==> src/include/counter_defs.vh <==
// constants shared by the decade counter and its register slave
`ifndef COUNTER_DEFS_VH
`define COUNTER_DEFS_VH

// ============================================================
// register byte offsets
`define ADDR_W 8
`define REG_CTRL 8'h00
`define REG_PRESET 8'h04
`define REG_COMMAND 8'h08
`define REG_STATUS 8'h0c
`define REG_WRAPS 8'h10
`define REG_FLAGS 8'h14

// ============================================================
// field positions
`define CTRL_ENABLE_SRC 0
`define CTRL_PAR_EN 1
`define CTRL_TRK_EN 2
`define CMD_CLEAR 0
`define CMD_LOAD 1
`define FLAG_INVALID 0
`define FLAG_WRAP 1
`define ST_CARRY 4
`define ST_INVALID 5
`define ST_PAR_EN 6
`define ST_TRK_EN 7
`define ST_LOAD_PIN 8
`define ST_CLEAR_PIN 9

// ============================================================
// reset values, counter constants and bus response codes
`define CTRL_RESET 3'h0
`define PRESET_RESET 4'h0
`define COUNT_RESET 4'h0
`define COUNT_LAST 4'h9
`define COUNT_ONE 4'h1
`define RESP_OKAY 2'h0
`define RESP_SLVERR 2'h2

`endif

==> src/hdl/decade_stage.v <==
// one synchronous presettable decade counting stage
`timescale 1ns/100ps
`include "counter_defs.vh"

module decade_stage
(
  input wire clock_i,
  input wire reset_i,
  input wire sync_clear_n_i,
  input wire load_n_i,
  input wire parallel_count_enable_i,
  input wire trickle_count_enable_i,
  input wire [3:0] preset_i,
  output reg [3:0] count_o,
  output wire ripple_carry_out_o,
  output wire wrap_o
);

  reg [3:0] count_nxt;
  reg [3:0] advance;
  wire count_en;

  // ============================================================
  // next count
  assign count_en = parallel_count_enable_i & trickle_count_enable_i;

  always @*
  begin
    // invalid codes fold back within two steps
    case (count_o)
      4'h9: advance = 4'h0;
      4'ha: advance = 4'hb;
      4'hb: advance = 4'h6;
      4'hc: advance = 4'hd;
      4'hd: advance = 4'h4;
      4'he: advance = 4'hf;
      4'hf: advance = 4'h2;
      default: advance = count_o + `COUNT_ONE;
    endcase
  end

  always @*
  begin
    // clear, then load, then count, else hold
    if (!sync_clear_n_i)
      count_nxt = `COUNT_RESET;
    else if (!load_n_i)
      count_nxt = preset_i;
    else if (count_en)
      count_nxt = advance;
    else
      count_nxt = count_o;
  end

  // ============================================================
  // state register: all four bits move on the same edge
  always @(posedge clock_i)
  begin
    if (reset_i)
      count_o <= `COUNT_RESET;
    else
      count_o <= count_nxt;
  end

  // carry ignores the parallel enable so stages cascade without gating
  assign ripple_carry_out_o = trickle_count_enable_i & (count_o == `COUNT_LAST);
  assign wrap_o = count_en & sync_clear_n_i & load_n_i & (count_o == `COUNT_LAST);

endmodule // decade_stage

==> src/hdl/presettable_decade_counter.v <==
// decade counter with pin controls and an axi4-lite register slave
//
// Our own choices: the register addresses and the AXI4-Lite interface to the registers.
`timescale 1ns/100ps
`include "counter_defs.vh"

module presettable_decade_counter
(
  input wire clock_i,
  input wire reset_i,
  input wire sync_clear_n_i,
  input wire load_n_i,
  input wire parallel_count_enable_i,
  input wire trickle_count_enable_i,
  input wire [3:0] preset_i,
  output wire [3:0] count_o,
  output wire ripple_carry_out_o,
  input wire [7:0] s_axi_awaddr_i,
  input wire [2:0] s_axi_awprot_i,
  input wire s_axi_awvalid_i,
  output wire s_axi_awready_o,
  input wire [31:0] s_axi_wdata_i,
  input wire [3:0] s_axi_wstrb_i,
  input wire s_axi_wvalid_i,
  output wire s_axi_wready_o,
  output wire [1:0] s_axi_bresp_o,
  output wire s_axi_bvalid_o,
  input wire s_axi_bready_i,
  input wire [7:0] s_axi_araddr_i,
  input wire [2:0] s_axi_arprot_i,
  input wire s_axi_arvalid_i,
  output wire s_axi_arready_o,
  output wire [31:0] s_axi_rdata_o,
  output wire [1:0] s_axi_rresp_o,
  output wire s_axi_rvalid_o,
  input wire s_axi_rready_i
);

  // ============================================================
  // declarations
  reg awready_r;
  reg wready_r;
  reg aw_held_r;
  reg w_held_r;
  reg [7:0] aw_addr_r;
  reg [31:0] w_data_r;
  reg [3:0] w_strb_r;
  reg bvalid_r;
  reg [1:0] bresp_r;
  reg arready_r;
  reg rvalid_r;
  reg [1:0] rresp_r;
  reg [31:0] rdata_r;
  reg [2:0] ctrl_r;
  reg [3:0] preset_r;
  reg cmd_clear_r;
  reg cmd_load_r;
  reg [31:0] wraps_r;
  reg [1:0] flags_r;
  reg [31:0] rd_mux;
  reg rd_hit;
  reg [31:0] wraps_nxt;
  reg [1:0] flags_nxt;
  wire do_write;
  wire wr_ctrl;
  wire wr_preset;
  wire wr_command;
  wire wr_wraps;
  wire wr_flags;
  wire wr_hit;
  wire par_en;
  wire trk_en;
  wire clear_n;
  wire load_n;
  wire [3:0] load_data;
  wire [3:0] count_w;
  wire carry_w;
  wire wrap_w;
  wire invalid_w;
  wire [1:0] flag_set;
  wire [1:0] flag_clr;
  wire [31:0] status_w;

  // ============================================================
  // counting stage control
  // register mode lets software drive the enables when the pins are unused
  assign par_en = ctrl_r[`CTRL_ENABLE_SRC] ? ctrl_r[`CTRL_PAR_EN] : parallel_count_enable_i;
  assign trk_en = ctrl_r[`CTRL_ENABLE_SRC] ? ctrl_r[`CTRL_TRK_EN] : trickle_count_enable_i;
  // clear and load pins stay live in both modes
  assign clear_n = sync_clear_n_i & ~cmd_clear_r;
  assign load_n = load_n_i & ~cmd_load_r;
  // pin load wins the data path; the far side holds preset_i steady
  assign load_data = load_n_i ? preset_r : preset_i;

  decade_stage u_stage
  (
    .clock_i(clock_i),
    .reset_i(reset_i),
    .sync_clear_n_i(clear_n),
    .load_n_i(load_n),
    .parallel_count_enable_i(par_en),
    .trickle_count_enable_i(trk_en),
    .preset_i(load_data),
    .count_o(count_w),
    .ripple_carry_out_o(carry_w),
    .wrap_o(wrap_w)
  );

  assign count_o = count_w;
  // combinational so that a cascaded stage sees it in the same cycle
  assign ripple_carry_out_o = carry_w;
  assign invalid_w = (count_w > `COUNT_LAST);

  // ============================================================
  // write decode
  assign do_write = aw_held_r & w_held_r & ~bvalid_r;
  assign wr_ctrl = do_write & (aw_addr_r == `REG_CTRL);
  assign wr_preset = do_write & (aw_addr_r == `REG_PRESET);
  assign wr_command = do_write & (aw_addr_r == `REG_COMMAND);
  assign wr_wraps = do_write & (aw_addr_r == `REG_WRAPS);
  assign wr_flags = do_write & (aw_addr_r == `REG_FLAGS);
  assign wr_hit = wr_ctrl | wr_preset | wr_command | wr_wraps | wr_flags;

  // ============================================================
  // sticky flags: hardware set wins over a write-one clear
  assign flag_set = {wrap_w, invalid_w};
  assign flag_clr = (wr_flags & w_strb_r[0]) ? w_data_r[1:0] : 2'h0;

  always @*
  begin
    flags_nxt = (flags_r & ~flag_clr) | flag_set;
    wraps_nxt = wraps_r;
    if (wr_wraps)
      wraps_nxt = 32'h0;
    // an increment in the clearing cycle still counts
    if (wrap_w)
      wraps_nxt = wraps_nxt + 32'h1;
  end

  // ============================================================
  // read mux
  assign status_w = {22'h0, ~sync_clear_n_i, ~load_n_i, trk_en, par_en,
                     invalid_w, carry_w, count_w};

  always @*
  begin
    rd_mux = 32'h0;
    rd_hit = 1'b1;
    case (s_axi_araddr_i)
      `REG_CTRL: rd_mux = {29'h0, ctrl_r};
      `REG_PRESET: rd_mux = {28'h0, preset_r};
      `REG_COMMAND: rd_mux = 32'h0;
      `REG_STATUS: rd_mux = status_w;
      `REG_WRAPS: rd_mux = wraps_r;
      `REG_FLAGS: rd_mux = {30'h0, flags_r};
      default: rd_hit = 1'b0;
    endcase
  end

  // ============================================================
  // write channels: address and data taken in either order
  always @(posedge clock_i)
  begin
    if (reset_i)
    begin
      awready_r <= 1'b1;
      wready_r <= 1'b1;
      aw_held_r <= 1'b0;
      w_held_r <= 1'b0;
      aw_addr_r <= 8'h0;
      w_data_r <= 32'h0;
      w_strb_r <= 4'h0;
      bvalid_r <= 1'b0;
      bresp_r <= `RESP_OKAY;
    end
    else
    begin
      if (s_axi_awvalid_i & awready_r)
      begin
        aw_addr_r <= s_axi_awaddr_i;
        aw_held_r <= 1'b1;
        awready_r <= 1'b0;
      end
      if (s_axi_wvalid_i & wready_r)
      begin
        w_data_r <= s_axi_wdata_i;
        w_strb_r <= s_axi_wstrb_i;
        w_held_r <= 1'b1;
        wready_r <= 1'b0;
      end
      if (do_write)
      begin
        aw_held_r <= 1'b0;
        w_held_r <= 1'b0;
        bvalid_r <= 1'b1;
        bresp_r <= wr_hit ? `RESP_OKAY : `RESP_SLVERR;
      end
      // one write at a time: ready returns only after the response
      if (bvalid_r & s_axi_bready_i)
      begin
        bvalid_r <= 1'b0;
        awready_r <= 1'b1;
        wready_r <= 1'b1;
      end
    end
  end

  // ============================================================
  // read channel
  always @(posedge clock_i)
  begin
    if (reset_i)
    begin
      arready_r <= 1'b1;
      rvalid_r <= 1'b0;
      rresp_r <= `RESP_OKAY;
      rdata_r <= 32'h0;
    end
    else
    begin
      if (s_axi_arvalid_i & arready_r)
      begin
        rdata_r <= rd_mux;
        rresp_r <= rd_hit ? `RESP_OKAY : `RESP_SLVERR;
        rvalid_r <= 1'b1;
        arready_r <= 1'b0;
      end
      if (rvalid_r & s_axi_rready_i)
      begin
        rvalid_r <= 1'b0;
        arready_r <= 1'b1;
      end
    end
  end

  // ============================================================
  // software registers
  always @(posedge clock_i)
  begin
    if (reset_i)
    begin
      ctrl_r <= `CTRL_RESET;
      preset_r <= `PRESET_RESET;
      cmd_clear_r <= 1'b0;
      cmd_load_r <= 1'b0;
      wraps_r <= 32'h0;
      flags_r <= 2'h0;
    end
    else
    begin
      if (wr_ctrl & w_strb_r[0])
        ctrl_r <= w_data_r[2:0];
      if (wr_preset & w_strb_r[0])
        preset_r <= w_data_r[3:0];
      // command bits live one cycle and act at the following edge
      cmd_clear_r <= wr_command & w_strb_r[0] & w_data_r[`CMD_CLEAR];
      cmd_load_r <= wr_command & w_strb_r[0] & w_data_r[`CMD_LOAD];
      wraps_r <= wraps_nxt;
      flags_r <= flags_nxt;
    end
  end

  // ============================================================
  // bus outputs
  assign s_axi_awready_o = awready_r;
  assign s_axi_wready_o = wready_r;
  assign s_axi_bvalid_o = bvalid_r;
  assign s_axi_bresp_o = bresp_r;
  assign s_axi_arready_o = arready_r;
  assign s_axi_rvalid_o = rvalid_r;
  assign s_axi_rresp_o = rresp_r;
  assign s_axi_rdata_o = rdata_r;

endmodule // presettable_decade_counter

==> config.mk <==
export PLATFORM = sky130hd
export DESIGN_NAME = presettable_decade_counter
export DESIGN_NICKNAME = d
export VERILOG_FILES = /design/src/hdl/decade_stage.v /design/src/hdl/presettable_decade_counter.v
export VERILOG_INCLUDE_DIRS = /design/src /design/src/include
export SDC_FILE = /design/constraint.sdc
export NUM_CORES = 1
export LEC_CHECK = 0
export ABC_AREA = 1
export BUFFER_PORTS_ARGS = -buffer_cell sky130_fd_sc_hd__buf_2
export CAP_MARGIN = 20
export CORE_UTILIZATION = 40
export CTS_BUF_LIST = sky130_fd_sc_hd__clkbuf_16
export DETAILED_ROUTE_END_ITERATION = 16
export SETUP_SLACK_MARGIN = 0.1
export SYNTH_ARGS = -nofsm -noshare
export SYNTH_HDL_FRONTEND = slang
export SYNTH_HIERARCHICAL = 1
export SYNTH_SLANG_ARGS = --single-unit
==> constraint.sdc <==
create_clock -name clock_i -period 3.1 [get_ports clock_i]
set_input_delay 0.465 -clock clock_i [delete_from_list [all_inputs] [get_ports clock_i]]
set_output_delay 0.465 -clock clock_i [all_outputs]
set_load 0.1 [all_outputs]
==> run summary, run 1 <==
post-synthesis cell area -> 0.00503 mm²
Syn Inst Count -> 733
Placed Area -> 0.00556 mm²
final setup skew -> 0.00711 ns
final worst-path cycle share -> 86.3%
antenna violations before repair -> 0
diode count -> 0
clk sinks -> 101
vias in the first global route -> 4,253
Worst slew margin -> 63.5%
Post-CTS Setup Inserts -> 0
P_leak -> 2.42 nW
Netlist cell types -> 38
clock transition at the registers of the reported paths -> 0.07 ns
Pre-antenna DRT Iters -> 5
fin util -> 48.2%
maximum clock path buffer count -> 2
first-pass GRT wire length -> 20.2 mm
PortBufs -> 79
initial drt markers -> 369
crit end category -> register
RSZ-0062 raised after global routing -> no
final setup fails -> 0
Combinational Power Share -> 15.9%
Detailed Place HPWL -> 8.89 mm
Routed Antenna Nets -> 0
H-tree levels -> 3
largest net degree at the start of global routing -> 52
Resize count post-CTS -> 0
worst path cell trace -> nor2_1 -> a21oi_1 -> nand2_1 -> inv_1 -> nand3_1 -> nor2_1 -> and3_1 -> nand3_1 -> nor2_4 -> nand2_1 -> nor2_2 -> nand2_2 -> nor2_2 -> nand2_1 -> nand2_1 -> nor2_1
NetSw -> 0.893 mW
Max VDD drop -> 0.000228 V
Power Density -> 517 mW/mm²
most common cell after layout, fill and taps aside -> nand2_1
commonest cells after routing, fill and taps aside -> 171 x nand2_1, 101 x dfxtp_1, 80 x a21oi_1, 79 x buf_2, 77 x nor2_1
Clock Root Buffer -> clkbuf_16
Least-Margin Pin Slew -> 0.543 ns
synthesis-stage register bit count -> 101
met2 usage -> 29.7%
fin nets -> 883
MaxCap Viol Count -> 0
Avg Cell Area, Syn -> 6.87 µm²
TNS Setup -> 0 ns
gr usage total -> 19.4%
status -> finished, final reports clean
busiest layer in global routing -> met2
share of layout cells above drive strength 1 -> 18.3%
vias per cell -> 4.91
Worst path slowest cell -> dfxtp_1
Pint -> 2.13 mW
Worst-Skew Late Latency -> 0.34 ns
Startpoint Class -> register
grt met3 use -> 3.55%
routed len/inst -> 12.3 µm
Syn. warnings -> 6
CTS tree -> done
Most Frequent Cell on Critical Path -> nand2_1
DRC viols -> 0
Clk network pwr share -> 38.7%
grt ovf -> 0
CP Max Fanout -> 7
Tmin final -> 2.68 ns
Synth area leaders -> dfxtp_1 40%, nand2_1 13%, a21oi_1 8.0%
critical path class -> reg -> reg
die height -> 114 µm
CP arrival -> 2.92 ns
design area -> 0.00586 mm²
Area Growth Syn to Fin -> 16.4%
cell taking the most area after synthesis -> dfxtp_1
Crit path required time -> 3.34 ns
sequential-to-total area share from yosys stat -> 40.2%
Fin. Hold Viols -> 0
CTS buffer count -> 9
global-route met1 utilization -> 27.4%
share of the synthesized area in the top cell type -> 40.2%
Ports -> 119
hold slack -> 0.361 ns
final wirelength -> 12.1 mm
gpl congestion -> 0.913
Max Clk Rate -> 374 MHz
die width -> 114 µm
std cell rows -> 40
Hold Path Class -> in -> reg
die area -> 0.0130 mm²
Via Count -> 4,793
Sw Share -> 29.5%
CTS Hold Bufs -> 0
starting density of the core -> 41.4%
crit-path max cell delay -> 0.41 ns
Reg power frac -> 45.4%
core area -> 0.0122 mm²
Slew Limit Fails -> 0
==> path summary, 6_finish.rpt <==
check / slack [ns] / endpoint / from / depth (start not counted)
hold / removal: 0.36 / s_axi_arready_o / s_axi_rready_i / 3
setup / recovery: 0.42 / wraps_r[24] / ctrl_r[0] / 16
hold reg to reg: 0.45 / aw_addr_r[0] / aw_addr_r[0] / 2
setup reg to reg: 0.42 / wraps_r[24] / ctrl_r[0] / 16
==> cell families after synthesis <==
logic type      synth area share [%]
flops                           40.2
mux                            0.224
xor+xnor                       0.174
other cells                   0.0745
compound gates                  17.5
fa+ha+maj                       1.24
simple gates                    31.6
buf+inv                         9.02
==> state kept, by name, indices dropped and copies added, names as in the netlist, 2 cells and up <==
signal / flops
u_stage/count_o: 4
preset_r: 4
ctrl_r: 3
flags_r: 2
aw_addr_r: 8
s_axi_rdata_o: 32
wraps_r: 32
w_data_r: 4
==> synth_stat cells <==
cell and instances:
a211oi_1 3, nand3_4 2, and2_1 1, buf_2 5, a221oi_1 2, and3_1 2, o21ai_1 2, conb_1 1
ha_1 5, o21ai_0 70, or2_1 1, a21oi_1 80, nand3_2 7, nand4_1 6, a32o_1 1, nor2_2 15
nor2_4 7, xnor2_1 1, inv_2 6, nor3_1 12, nor2_1 78, nand3_1 34, nor3b_1 1, o21a_1 7
buf_8 1, dfxtp_1 101, buf_12 1, nor3_2 2, nand2_2 7, buf_4 2, nor4_1 2, o211ai_1 1
inv_1 75, clkbuf_1 17, mux2_2 1, buf_6 1, nand2_1 171, o22ai_1 2
==> layout make-up <==
| cell class | count | area [µm²] |
|---|---|---|
| Fill cell | 1240 | 6300 |
| Multi-Input combinational cell | 525 | 2560 |
| Sequential cell | 101 | 2020 |
| Timing Repair Buffer | 87 | 455 |
| Inverter | 81 | 304 |
| Clock buffer | 9 | 225 |
| Tap cell | 168 | 210 |
| Clock inverter | 5 | 77.6 |
==> power groups by stage <==
stage               clock network (mW)  logic (mW)  registers (mW)
floorplan                            0       0.159            1.63
global placement                     0       0.478            1.40
detailed placement                   0       0.483            1.40
CTS                               1.20       0.484            1.37
global route                      1.25       0.515            1.38
finish                            1.17       0.481            1.37
==> per-layer routing <==
layer  vias up  share of wire [%]
met5         -                  0
met2       103                 43
met4         0                1.1
met3         9                4.3
li1       2530                  -
met1      2151                 52
==> critical path, delay by kind of cell (launching register included) <==
family                 cells  cell delay, ns
AO/OA/AOI/OAI              1            0.27
buffers and inverters      1            0.13
flip-flops                 1            0.41
AND/OR/NAND/NOR           14            1.77
==> through the flow <==
| step | std cells | power (mW) | setup WS (ns) |
|---|---|---|---|
| final | 976 | 3.03 | 0.424 |
| after global routing | 976 | 3.15 | 0.164 |
| after CTS | 976 | 3.06 | 0.484 |
| after detailed placement | 962 | 1.89 | 0.359 |
| after global placement | 962 | 1.88 | 0.384 |
| after floorplan | 734 | 1.79 | 0.220 |
Note: power is estimated with default switching activity, not from simulation.
==> run 2: changes to the inputs <==
--- a/config.mk
+++ b/config.mk
@@ -6,7 +6,6 @@
 export SDC_FILE = /design/constraint.sdc
 export NUM_CORES = 1
 export LEC_CHECK = 0
-export ABC_AREA = 1
 export BUFFER_PORTS_ARGS = -buffer_cell sky130_fd_sc_hd__buf_2
 export CAP_MARGIN = 20
 export CORE_UTILIZATION = 40
==> run 2 against run 1 <==
  * Combinational power shrank 51%
  * Worst hold slack gained 0.0083 ns
  * First-iteration DRC count shrank 41%
  * Clock power is essentially flat
  * Sequential cell count is the same
  * Power shrank 8.9%
  * Sequential share of layout area grew 2.4 points
  * Critical path type unchanged
  * Largest cell class unchanged
  * Largest power group unchanged
  * Highest routed layer unchanged
==> run summary, run 2 <==
fin util -> 48.1%
critical path class -> reg -> reg
status -> finished, final reports clean
Post-CTS Setup Inserts -> 0
TNS Setup -> 0 ns
most common cell after layout, fill and taps aside -> dfxtp_1
initial drt markers -> 218
Netlist cell types -> 58
Area Growth Syn to Fin -> 17.5%
Resize count post-CTS -> 0
die height -> 110 µm
diode count -> 0
Inst Count DP -> 743
Startpoint Class -> register
H-tree levels -> 3
Hold Path Class -> in -> reg
final setup skew -> 0.00586 ns
cell taking the most area after synthesis -> dfxtp_1
Via Count -> 4,142
largest net degree at the start of global routing -> 38
Power Density -> 502 mW/mm²
Max VDD drop -> 0.000272 V
share of layout cells above drive strength 1 -> 19.8%
Max Clk Rate -> 364 MHz
P_leak -> 2.12 nW
most common flop cell mapped by yosys -> dfxtp_1
starting density of the core -> 41.0%
Worst-Skew Late Latency -> 0.34 ns
critical path endpoint -> wraps_r[16]
core area -> 0.0114 mm²
CTS tree -> done
Routed Antenna Nets -> 0
commonest cells after routing, fill and taps aside -> 99 x dfxtp_1, 79 x buf_2, 65 x nand2_1, 42 x nor2_1, 40 x a21oi_1
synthesis-stage register bit count -> 101
Detailed Place HPWL -> 8.12 mm
final wirelength -> 11.3 mm
Avg Cell Area, Syn -> 8.63 µm²
CTS Hold Bufs -> 0
vias per cell -> 5.46
share of the synthesized area in the top cell type -> 43.2%
fill cell total of the finished layout -> 1,148
CP Max Fanout -> 9
die area -> 0.0121 mm²
Synth area leaders -> dfxtp_1 43%, nand2_1 5.2%, a22oi_1 4.3%
Syn Inst Count -> 542
post-synthesis cell area -> 0.00468 mm²
CTS buffer count -> 9
MaxCap Viol Count -> 0
Least-Margin Pin Slew -> 0.880 ns
Ports -> 119
Post-Layout Cell Count -> 758
Worst slew margin -> 41.3%
Post-synth EDFFs -> 0
top cells by count, synth -> 101 x dfxtp_1, 65 x nand2_1, 42 x nor2_1
PortBufs -> 79
clock transition at the registers of the reported paths -> 0.07 ns
reg2reg end -> wraps_r[16]
Slew Limit Fails -> 0
Tot Pwr -> 2.76 mW
vias in the first global route -> 3,678
grt ovf -> 0
DRC viols -> 0
routed len/inst -> 14.9 µm
die width -> 110 µm
RSZ-0062 raised after global routing -> no
ys async rst share -> 0%
gr usage total -> 19.3%
sequential-to-total area share from yosys stat -> 43.2%
clk sinks -> 101
Tmin final -> 2.75 ns
final setup fails -> 0
std cell rows -> 39
hold path depth -> 2
CP Launch Point -> aw_addr_r[2]
Crit path required time -> 3.37 ns
first-pass GRT wire length -> 18.1 mm
fin nets -> 689
Reg2Reg Depth -> 8
gpl congestion -> 0.851
Syn. warnings -> 6
Fin. Hold Viols -> 0
antenna violations before repair -> 0
most frequent cell after synthesis -> dfxtp_1
crit end category -> register
r2r setup slk -> 0.35 ns
Clock Root Buffer -> clkbuf_16
Reg-to-Reg Start -> aw_addr_r[2]
maximum clock path buffer count -> 2
final worst-path cycle share -> 88.6%
Pre-antenna DRT Iters -> 7
CP arrival -> 3.02 ns
## run 2: kinds of logic (layout without fill, tap and decap cells)
kind of cell / count (synthesis) / in the layout / synth area share [%]
fa+ha+maj: 5 / 5 / 1.34
other cells: 1 / 2 / 0.0801
buf+inv: 46 / 118 / 4.47
xor+xnor: 7 / 7 / 1.31
mux: 29 / 29 / 6.93
simple gates: 236 / 236 / 26.9
flops: 101 / 101 / 43.2
compound gates: 117 / 117 / 15.8
## run 2: cell type report
class | count | area [µm²] | share of cell area (%)
Clock inverter | 6 | 80.1 | 1.46
Timing Repair Buffer | 89 | 470 | 8.56
Clock buffer | 9 | 225 | 4.10
Inverter | 14 | 52.6 | 0.956
Sequential cell | 101 | 2030 | 36.9
Multi-Input combinational cell | 396 | 2460 | 44.8
Tap cell | 143 | 179 | 3.26
## run 2: routing by layer
layer	wire, µm	track usage (%)	vias up
li1	-	-	2102
met1	5530	26.6	1942
met2	5130	30.3	88
met3	465	2.94	10
met4	175	7.61	0
met5	0	0	-
## run 2: worst min-delay path by stage
stage / from / end / slack, ns
CTS: s_axi_rready_i / s_axi_arready_o / 0.36
detailed placement: s_axi_rdata_o[3] / s_axi_rdata_o[3] / 0.44
finish: s_axi_rready_i / s_axi_arready_o / 0.37
floorplan: w_strb_r[0] / w_strb_r[0] / 0.43
global route: s_axi_rready_i / s_axi_arready_o / 0.38
global placement: s_axi_rdata_o[8] / s_axi_rdata_o[8] / 0.43
## run 2: critical path, cell delays in order (launching register included)
cell     delay, ns
dfxtp_1       0.48
or3b_1        0.24
or4_1         0.21
and2_1        0.15
ha_1          0.17
nand4_2       0.22
or4_1         0.62
or4_1         0.43
a21oi_1       0.14
## run 2: through the flow
step                cell area (µm²)  hold slack [ns]  worst slack [ns]
floorplan                      4690            0.431             0.166
global placement               5190            0.433             0.249
detailed placement             5190            0.442             0.224
CTS                            5500            0.360             0.284
global route                   5500            0.376             0.188
finish                         5500            0.369             0.354
## run 2: power breakdown
part	internal, mW	switching [mW]
clock	0.696	0.483
sequential	1.32	0.0240
combinational	0.0685	0.169
total	2.08	0.676
